File: src/verilog/smcg_pkg.sv
package smcg_pkg;

  // ==========================================================
  // register map (byte addresses)
  localparam logic [7:0] PSAVE_MODE_OFS = 8'h00;
  localparam logic [7:0] PSAVE_CTRL_OFS = 8'h04;
  localparam logic [7:0] SETTLE_SEL_OFS = 8'h08;
  localparam logic [7:0] CLK_SRC_OFS    = 8'h0C;
  localparam logic [7:0] STATUS_OFS     = 8'h10;
  localparam logic [7:0] WAKE_MASK_OFS  = 8'h14;
  localparam logic [7:0] RTO_BUF_OFS    = 8'h18;
  localparam logic [7:0] PORT_OFS       = 8'h1C;

  // ==========================================================
  // field positions
  localparam int STANDBY_SELECT_BIT = 0;
  localparam int STOP_REQUEST_BIT   = 0;
  localparam int SUBCLK_USED_BIT    = 0;
  localparam int WTB_SRC_WT_BIT     = 1;
  localparam int WT_SUBCLK_BIT      = 2;
  localparam int BTA_PIN_BIT        = 3;
  localparam int BTB_PIN_BIT        = 4;
  localparam int BTA_WTB_BIT        = 5;
  localparam int BTB_WTB_BIT        = 6;
  localparam int WTB_EN_BIT         = 7;
  localparam int ITB_SUBCLK_BIT     = 8;
  localparam int WD_B_SUBCLK_BIT    = 9;
  localparam int CSA_EXT_BIT        = 10;
  localparam int CSB_EXT_BIT        = 11;
  localparam int ASA_EXT_BIT        = 12;
  localparam int RTO_TRIG_BTB_BIT   = 13;
  localparam int RTO_TRIG_EN_BIT    = 14;

  // ==========================================================
  // reset values and timing
  localparam logic [31:0] CLK_SRC_RST    = 32'h0000_0000;
  localparam logic [31:0] WAKE_MASK_RST  = 32'h0000_0000;
  localparam logic [2:0]  SETTLE_SEL_RST = 3'h4;
  localparam int          SETTLE_BASE_LOG2 = 8;
  localparam logic [1:0]  RESP_OKAY   = 2'h0;
  localparam logic [1:0]  RESP_SLVERR = 2'h2;

  typedef enum logic [1:0]
  {
    PM_NORMAL = 2'b00,
    PM_STOP   = 2'b01,
    PM_SETTLE = 2'b10
  } smcg_state_t;

endpackage : smcg_pkg

File: src/verilog/smcg_top.sv
// Implementation choices: the AXI4-Lite register port and the placing of the registers.
`timescale 1ns/1ps
module smcg_top
  import smcg_pkg::*;
(
  input  wire logic        ref_clk,
  input  wire logic        rst_n,
  input  wire logic [7:0]  s_axi_awaddr,
  input  wire logic        s_axi_awvalid,
  output logic             s_axi_awready,
  input  wire logic [31:0] s_axi_wdata,
  input  wire logic [3:0]  s_axi_wstrb,
  input  wire logic        s_axi_wvalid,
  output logic             s_axi_wready,
  output logic [1:0]       s_axi_bresp,
  output logic             s_axi_bvalid,
  input  wire logic        s_axi_bready,
  input  wire logic [7:0]  s_axi_araddr,
  input  wire logic        s_axi_arvalid,
  output logic             s_axi_arready,
  output logic [31:0]      s_axi_rdata,
  output logic [1:0]       s_axi_rresp,
  output logic             s_axi_rvalid,
  input  wire logic        s_axi_rready,
  input  wire logic        nmi_req,
  input  wire logic [7:0]  ext_irq,
  input  wire logic [7:0]  key_in,
  input  wire logic [7:0]  periph_irq,
  output logic             main_osc_en_ff,
  output logic             sub_osc_en_ff,
  output logic             cpu_clk_en_ff,
  output logic             irq_ctrl_en_ff,
  output logic             regulator_en_ff,
  output logic [13:0]      unit_clk_en_ff,
  output logic             key_wake_ff,
  output logic [15:0]      rto_buffer_ff,
  output logic [7:0]       port_out_ff,
  output logic [7:0]       port_oe_ff,
  output logic             stop_active_ff
);
  import smcg_pkg::*;

  // ==========================================================
  // register state
  smcg_state_t state_ff;
  logic        standby_select_ff;
  logic [31:0] clk_src_ff;
  logic [7:0]  wake_mask_ff;
  logic [2:0]  settle_sel_ff;
  logic [18:0] settle_cnt_ff;
  logic [7:0]  key_prev_ff;
  logic        wake_seen_ff;
  logic [7:0]  aw_addr_ff;
  logic [31:0] w_data_ff;
  logic        aw_got_ff;
  logic        w_got_ff;
  logic        w_strb0_ff;
  logic        wr_go;
  logic        stop_req;
  logic        key_edge;
  logic        wake;
  logic [18:0] settle_len;
  logic        in_stop;

  assign in_stop = (state_ff == PM_STOP);
  assign wr_go = aw_got_ff && w_got_ff && !s_axi_bvalid;
  // stop requests only land while the cpu runs (PM_NORMAL); halted cpu cannot store
  assign stop_req = wr_go && (aw_addr_ff == PSAVE_CTRL_OFS)
                    && w_data_ff[STOP_REQUEST_BIT] && standby_select_ff
                    && (state_ff == PM_NORMAL);
  assign key_edge = |(key_prev_ff & ~key_in);
  assign wake = nmi_req || key_edge
                || |((ext_irq | periph_irq) & ~wake_mask_ff);
  assign settle_len = 19'(1) << (SETTLE_BASE_LOG2 + int'(settle_sel_ff));

  // ==========================================================
  // axi4-lite write channel
  always_ff @(posedge ref_clk)
  begin
    if (!rst_n)
    begin
      aw_got_ff     <= 1'b0;
      w_got_ff      <= 1'b0;
      aw_addr_ff    <= 8'h00;
      w_data_ff     <= 32'h0000_0000;
      w_strb0_ff    <= 1'b0;
      s_axi_awready <= 1'b0;
      s_axi_wready  <= 1'b0;
      s_axi_bvalid  <= 1'b0;
      s_axi_bresp   <= RESP_OKAY;
    end
    else
    begin
      s_axi_awready <= !aw_got_ff && !s_axi_awready && !s_axi_bvalid;
      s_axi_wready  <= !w_got_ff && !s_axi_wready && !s_axi_bvalid;
      if (s_axi_awvalid && s_axi_awready)
      begin
        aw_got_ff     <= 1'b1;
        aw_addr_ff    <= {s_axi_awaddr[7:2], 2'b00};
        s_axi_awready <= 1'b0;
      end
      if (s_axi_wvalid && s_axi_wready)
      begin
        w_got_ff     <= 1'b1;
        w_data_ff    <= s_axi_wdata;
        w_strb0_ff   <= s_axi_wstrb[0];
        s_axi_wready <= 1'b0;
      end
      if (wr_go)
      begin
        s_axi_bvalid <= 1'b1;
        s_axi_bresp  <= (aw_addr_ff > PORT_OFS || aw_addr_ff == STATUS_OFS) ?
                        RESP_SLVERR : RESP_OKAY;
        aw_got_ff    <= 1'b0;
        w_got_ff     <= 1'b0;
      end
      else if (s_axi_bvalid && s_axi_bready)
        s_axi_bvalid <= 1'b0;
    end
  end

  // ==========================================================
  // software registers; stop_req write is the last before halt
  always_ff @(posedge ref_clk)
  begin
    if (!rst_n)
    begin
      standby_select_ff <= 1'b0;
      clk_src_ff        <= CLK_SRC_RST;
      wake_mask_ff      <= WAKE_MASK_RST[7:0];
      settle_sel_ff     <= SETTLE_SEL_RST;
      rto_buffer_ff     <= 16'h0000;
      port_out_ff       <= 8'h00;
      port_oe_ff        <= 8'h00;
    end
    // strobe kept with the data: the master may drop it once W is taken
    else if (wr_go && !in_stop && w_strb0_ff)
    begin
      unique case (aw_addr_ff)
        PSAVE_MODE_OFS: standby_select_ff <= w_data_ff[STANDBY_SELECT_BIT];
        CLK_SRC_OFS:    clk_src_ff        <= w_data_ff;
        SETTLE_SEL_OFS: settle_sel_ff     <= w_data_ff[2:0];
        WAKE_MASK_OFS:  wake_mask_ff      <= w_data_ff[7:0];
        RTO_BUF_OFS:    rto_buffer_ff     <= w_data_ff[15:0];
        PORT_OFS:
        begin
          port_out_ff <= w_data_ff[7:0];
          port_oe_ff  <= w_data_ff[15:8];
        end
        default:        standby_select_ff <= standby_select_ff;
      endcase
    end
  end

  // ==========================================================
  // axi4-lite read channel
  always_ff @(posedge ref_clk)
  begin
    if (!rst_n)
    begin
      s_axi_arready <= 1'b0;
      s_axi_rvalid  <= 1'b0;
      s_axi_rdata   <= 32'h0000_0000;
      s_axi_rresp   <= RESP_OKAY;
    end
    else
    begin
      s_axi_arready <= !s_axi_arready && !s_axi_rvalid;
      if (s_axi_arvalid && s_axi_arready)
      begin
        s_axi_arready <= 1'b0;
        s_axi_rvalid  <= 1'b1;
        s_axi_rresp   <= RESP_OKAY;
        unique case ({s_axi_araddr[7:2], 2'b00})
          PSAVE_MODE_OFS: s_axi_rdata <= {31'h0, standby_select_ff};
          PSAVE_CTRL_OFS: s_axi_rdata <= 32'h0000_0000;
          SETTLE_SEL_OFS: s_axi_rdata <= {29'h0, settle_sel_ff};
          CLK_SRC_OFS:    s_axi_rdata <= clk_src_ff;
          STATUS_OFS:     s_axi_rdata <= {29'h0, wake_seen_ff, state_ff};
          WAKE_MASK_OFS:  s_axi_rdata <= {24'h0, wake_mask_ff};
          RTO_BUF_OFS:    s_axi_rdata <= {16'h0, rto_buffer_ff};
          PORT_OFS:       s_axi_rdata <= {16'h0, port_oe_ff, port_out_ff};
          default:
          begin
            s_axi_rdata <= 32'h0000_0000;
            s_axi_rresp <= RESP_SLVERR;
          end
        endcase
      end
      else if (s_axi_rvalid && s_axi_rready)
        s_axi_rvalid <= 1'b0;
    end
  end

  // ==========================================================
  // power-state sequencer; a reset simply restarts everything
  always_ff @(posedge ref_clk)
  begin
    if (!rst_n)
    begin
      state_ff      <= PM_NORMAL;
      settle_cnt_ff <= 19'h0_0000;
      key_prev_ff   <= 8'hFF; // idle level of pulled-up keys
      wake_seen_ff  <= 1'b0;
    end
    else
    begin
      key_prev_ff <= key_in;
      unique case (state_ff)
        PM_NORMAL:
          if (stop_req)
            state_ff <= PM_STOP;
        PM_STOP:
          if (wake)
          begin
            state_ff      <= PM_SETTLE;
            settle_cnt_ff <= settle_len - 19'h0_0001;
            wake_seen_ff  <= 1'b1;
          end
        PM_SETTLE:
          if (settle_cnt_ff == 19'h0_0000)
            state_ff <= PM_NORMAL;
          else
            settle_cnt_ff <= settle_cnt_ff - 19'h0_0001;
        default:
          state_ff <= PM_NORMAL;
      endcase
      if (stop_req)
        wake_seen_ff <= 1'b0;
    end
  end

  // ==========================================================
  // clock gates; ports and data untouched so they hold
  logic       sub;
  logic       stop_nxt;
  logic       wtb_runs;
  logic [1:0] bt_runs;
  logic [13:0] nxt_unit;

  assign stop_nxt = (state_ff == PM_NORMAL) ? stop_req : (state_ff == PM_STOP && !wake);
  assign sub = clk_src_ff[SUBCLK_USED_BIT];
  assign wtb_runs = sub && clk_src_ff[WTB_SRC_WT_BIT] && clk_src_ff[WT_SUBCLK_BIT]
                    && clk_src_ff[WTB_EN_BIT];
  assign bt_runs[0] = clk_src_ff[BTA_PIN_BIT]
                      || (clk_src_ff[BTA_WTB_BIT] && wtb_runs);
  assign bt_runs[1] = clk_src_ff[BTB_PIN_BIT]
                      || (clk_src_ff[BTB_WTB_BIT] && wtb_runs);

  always_comb
  begin
    nxt_unit     = 14'h3FFF;
    if (stop_nxt)
    begin
      nxt_unit[0]  = 1'b0; // wide timer a
      nxt_unit[1]  = wtb_runs;
      nxt_unit[2]  = bt_runs[0];
      nxt_unit[3]  = bt_runs[1];
      nxt_unit[4]  = 1'b0; // interval timer a
      nxt_unit[5]  = sub && clk_src_ff[ITB_SUBCLK_BIT];
      nxt_unit[6]  = sub && clk_src_ff[WT_SUBCLK_BIT];
      nxt_unit[7]  = 1'b0; // watchdog a
      nxt_unit[8]  = sub && clk_src_ff[WD_B_SUBCLK_BIT];
      nxt_unit[9]  = clk_src_ff[CSA_EXT_BIT];
      nxt_unit[10] = clk_src_ff[CSB_EXT_BIT];
      nxt_unit[11] = clk_src_ff[ASA_EXT_BIT];
      // converter assumed already disabled by software
      nxt_unit[12] = 1'b0; // auto serial, two-wire, async b, converter
      nxt_unit[13] = clk_src_ff[RTO_TRIG_EN_BIT]
                     && bt_runs[clk_src_ff[RTO_TRIG_BTB_BIT]];
    end
  end

  always_ff @(posedge ref_clk)
  begin
    if (!rst_n)
    begin
      main_osc_en_ff  <= 1'b1;
      sub_osc_en_ff   <= 1'b0;
      cpu_clk_en_ff   <= 1'b1;
      irq_ctrl_en_ff  <= 1'b1;
      regulator_en_ff <= 1'b1;
      unit_clk_en_ff  <= 14'h3FFF;
      key_wake_ff     <= 1'b0;
      stop_active_ff  <= 1'b0;
    end
    else
    begin
      main_osc_en_ff  <= !stop_nxt;
      cpu_clk_en_ff   <= (state_ff == PM_NORMAL) && !stop_req;
      irq_ctrl_en_ff  <= !stop_nxt;
      regulator_en_ff <= !stop_nxt;
      sub_osc_en_ff   <= sub;
      unit_clk_en_ff  <= nxt_unit;
      key_wake_ff     <= key_edge;
      stop_active_ff  <= stop_nxt;
    end
  end

endmodule : smcg_top

File: config.mk
export PLATFORM = sky130hd
export DESIGN_NAME = smcg_top
export DESIGN_NICKNAME = d
export VERILOG_FILES = /design/src/verilog/smcg_pkg.sv /design/src/verilog/smcg_top.sv
export SDC_FILE = /design/constraint.sdc
export NUM_CORES = 1
export LEC_CHECK = 0
export BUFFER_PORTS_ARGS = -buffer_cell sky130_fd_sc_hd__buf_2
export CAP_MARGIN = 25
export CORE_ASPECT_RATIO = 0.6
export CORE_MARGIN = 4
export CORE_UTILIZATION = 30
export DETAILED_ROUTE_END_ITERATION = 7
export HOLD_SLACK_MARGIN = 0.03
export PLACE_DENSITY = 0.58
export SYNTH_ARGS = -nofsm -noshare
export SYNTH_HDL_FRONTEND = slang
export SYNTH_SLANG_ARGS = --single-unit
File: constraint.sdc
create_clock -name ref_clk -period 4 [get_ports ref_clk]
set_input_delay 0.4 -clock ref_clk [delete_from_list [all_inputs] [get_ports ref_clk]]
set_output_delay 0.4 -clock ref_clk [all_outputs]
set_load 0.03 [all_outputs]
==> results.toml <==
[run_status]
status = "complete, no violations"

[timing]
fin_crit_sh = 0.6877
drv_slew = 0
fmax_ghz = 0.3635
final.min_clock_period_ps = 2751
hold_viol = 0
setup_viol = 0
setup_tns_ps = 0
fin_skew_ps = 8.700
rsz0062_at_grt = "false"
tightest_slew_ps = 953.9
slew_headroom = 0.3641

[routing]
drtAntennaViolNets = 0
routedWlPerCell_um = 17.65
drc = 0
dr.pass1.iters = 5
viasPerCell = 5.000
vias = 7500
drt_wl_total_um = 26470
drtIter0Drc = 796

[floorplanning]
core_region_area_um2 = 27520
die_h_um = 137.3
die_w_um = 223.5
io_pins = 178
dieArea_um2 = 30680
num_rows = 47
initial_core_util = 0.3037

[layout]
final_util = 0.3662
layout_commonest_cell = "nand2_1"
final_nets = 1205
diodes = 0
nFillCells = 2871
syn2layout_area_growth_pct = 20.58
drive_gt1_frac = 0.2171
final_cell_mix = "229 x nand2_1, 201 x dfxtp_1, 168 x buf_2, 134 x a21oi_1, 79 x nor2_1"

[yosys]
yosys_warnings = 0
async_reset_ff_frac = 0
synthCells = 993
netlist.area_leader.share = 0.4814
yosysSeqAreaShare = 0.4814
ys_ff_latch = 201
synth_top_flop_cell = "dfxtp_1"
synth_area_um2 = 8358
yosysTopAreaCell = "dfxtp_1"
syn_area_per_cell_um2 = 8.417
synth.distinct_cells = 75
synth_area_leaders = "dfxtp_1 48%, nand2_1 10%, a21oi_1 8.0%"
synth-edff-count = 0

[placed_design]
dp_hpwl_um = 18110
port_buffers = 168
gp_congestion = 0.8264

[worst_setup_path]
slowest_delay_ps = 810
cp-end-kind = "register"
crit_path_start_kind = "register"
crit_path_frequent_cell = "nand2_1"
critPathBufInv = 0
critPathArrivalTime_ps = 3100
cp_max_fo = 12
crit_required_ps = 4350
ff2ff_path_depth = 6
cpMaxStageDelayCell = "nor4_1"
path_delay_family = "simple AND/OR/NAND/NOR gates"
critPathKind = "reg -> reg"
worstPathCellList = "nor3_2 > nand2_1 > nor4_1 > nand2_1 > a21oi_2 > o21ai_1"
path_depth = 6

[clocking]
ctsHoldBuffers = 0
root_buffer = "clkbuf_16"
cts_sinks = 201
cts_buffers = 21
cts_buffer_depth = 3
tritoncts = "done"
htree_levels = 1
cts_resized = 0
postCtsSetupBuffers = 0
cts.clk_slew.worst_paths_ps = 60
clkLatencyLatePin_ps = 500

[global_route]
grt_max_degree = 80
grt_pass1_wl_um = 40200
grt_usage = 0.1653
antenna_found_initial = 2
grt_pass1_vias = 6852
grt.overflow.total = 0

[power_and_ir_drop]
p_per_area_nw_per_um2 = 423.9
power_leakage_nw = 3.986
peakVddDrop_uv = 196.0

[min_path]
hold_class = "in -> reg"
hold-path-cell-count = 2

[job]
drv_cap = 0
==> layer usage <==
| metal | part of all wire | GRT usage | vias to the layer above | wire length (um) |
|---|---|---|---|---|
| met5 | 0.0013 | 0.001613 | - | 34 |
| met4 | 0.017 | 0.02737 | 4 | 451 |
| met3 | 0.073 | 0.03556 | 33 | 1940 |
| met2 | 0.40 | 0.2355 | 271 | 10620 |
| met1 | 0.51 | 0.2569 | 3506 | 13430 |
| li1 | - | - | 3686 | - |
==> power breakdown <==
part,total [W],internal (W),switching (W)
logic,0.000222,0.0000742,0.000148
clock network,0.00198,0.00117,0.000816
registers,0.00207,0.00203,0.0000329
total,0.00427,0.00328,0.000997
==> registers in the layout, indices dropped and copies added, names as in the netlist, 2 cells and up <==
register and flops:
wake_mask_ff 8, unit_clk_en_ff 11, port_out_ff 8, key_prev_ff 8, settle_cnt_ff 19, settle_sel_ff 3
aw_addr_ff 6, s_axi_rdata 32, state_ff 2, port_oe_ff 8, clk_src_ff 32, rto_buffer_ff 16
w_data_ff 32
==> cells by family (layout without fill, tap and decap cells) <==
| group | count (synthesis) | in the layout | synth area share |
|---|---|---|---|
| muxes | 36 | 36 | 0.04341 |
| buffers and inverters | 88 | 227 | 0.05045 |
| DFF | 201 | 201 | 0.4814 |
| and+or+nand+nor | 428 | 428 | 0.2377 |
| adders and majority gates | 1 | 1 | 0.001497 |
| other | 1 | 2 | 0.0004487 |
| AOI/OAI and AO/OA | 234 | 234 | 0.1808 |
| xor gates and xnor gates | 4 | 4 | 0.004192 |
==> Yosys cell counts (4+ instances only) <==
| cell type | number |
|---|---|
| o31ai_1 | 5 |
| nor2_1 | 79 |
| and3_1 | 4 |
| nor3_1 | 12 |
| nand2b_1 | 27 |
| a2bb2oi_1 | 10 |
| nand3_1 | 29 |
| buf_4 | 11 |
| nand2_1 | 229 |
| a21o_1 | 7 |
| buf_1 | 4 |
| nor2b_1 | 4 |
| a222oi_1 | 14 |
| o21ai_0 | 9 |
| a31o_1 | 4 |
| nor4_1 | 6 |
| a21oi_1 | 134 |
| inv_1 | 10 |
| and2_1 | 5 |
| nor3_2 | 4 |
| dfxtp_1 | 201 |
| clkbuf_1 | 37 |
| buf_2 | 22 |
| o22ai_1 | 5 |
| o211a_1 | 4 |
| a31oi_1 | 5 |
| mux2i_1 | 34 |
==> cell type report <==
type                            count  area, um^2  share of cell area
Multi-Input combinational cell    705        3929              0.3898
Timing Repair Buffer              180       934.6             0.09274
Clock buffer                       28       591.8             0.05872
Clock inverter                      8       96.34            0.009559
Sequential cell                   201        4024              0.3993
Tap cell                          367       459.2             0.04556
Inverter                           11       43.79            0.004345
==> per-stage QoR <==
step	total power [W]	area (um^2)	worst slack, ps	instances	hold slack (ps)
final	0.004272	10080	1249	1500	99.20
after global routing	0.004445	10080	1005	1500	87.60
after CTS	0.004329	10070	1305	1499	75.98
after detailed placement	0.002334	9379	1322	1463	435.7
after global placement	0.002331	9379	1343	1463	434.4
after floorplan	0.002237	8362	1567	994	432.1
==> worst paths after layout <==
path                                        to                        from  slack, ps
hold reg to reg       s_axi_arready$_SDFF_PP0_   s_axi_rvalid$_SDFFE_PN0P_        440
setup reg to reg  unit_clk_en_ff[1]$_SDFF_PN1_  aw_addr_ff[7]$_SDFFE_PN0P_       1250
setup / recovery  unit_clk_en_ff[1]$_SDFF_PN1_  aw_addr_ff[7]$_SDFFE_PN0P_       1250
hold / removal       key_prev_ff[3]$_SDFF_PN1_                   key_in[3]        100
Note: power is estimated with default switching activity, not from simulation.
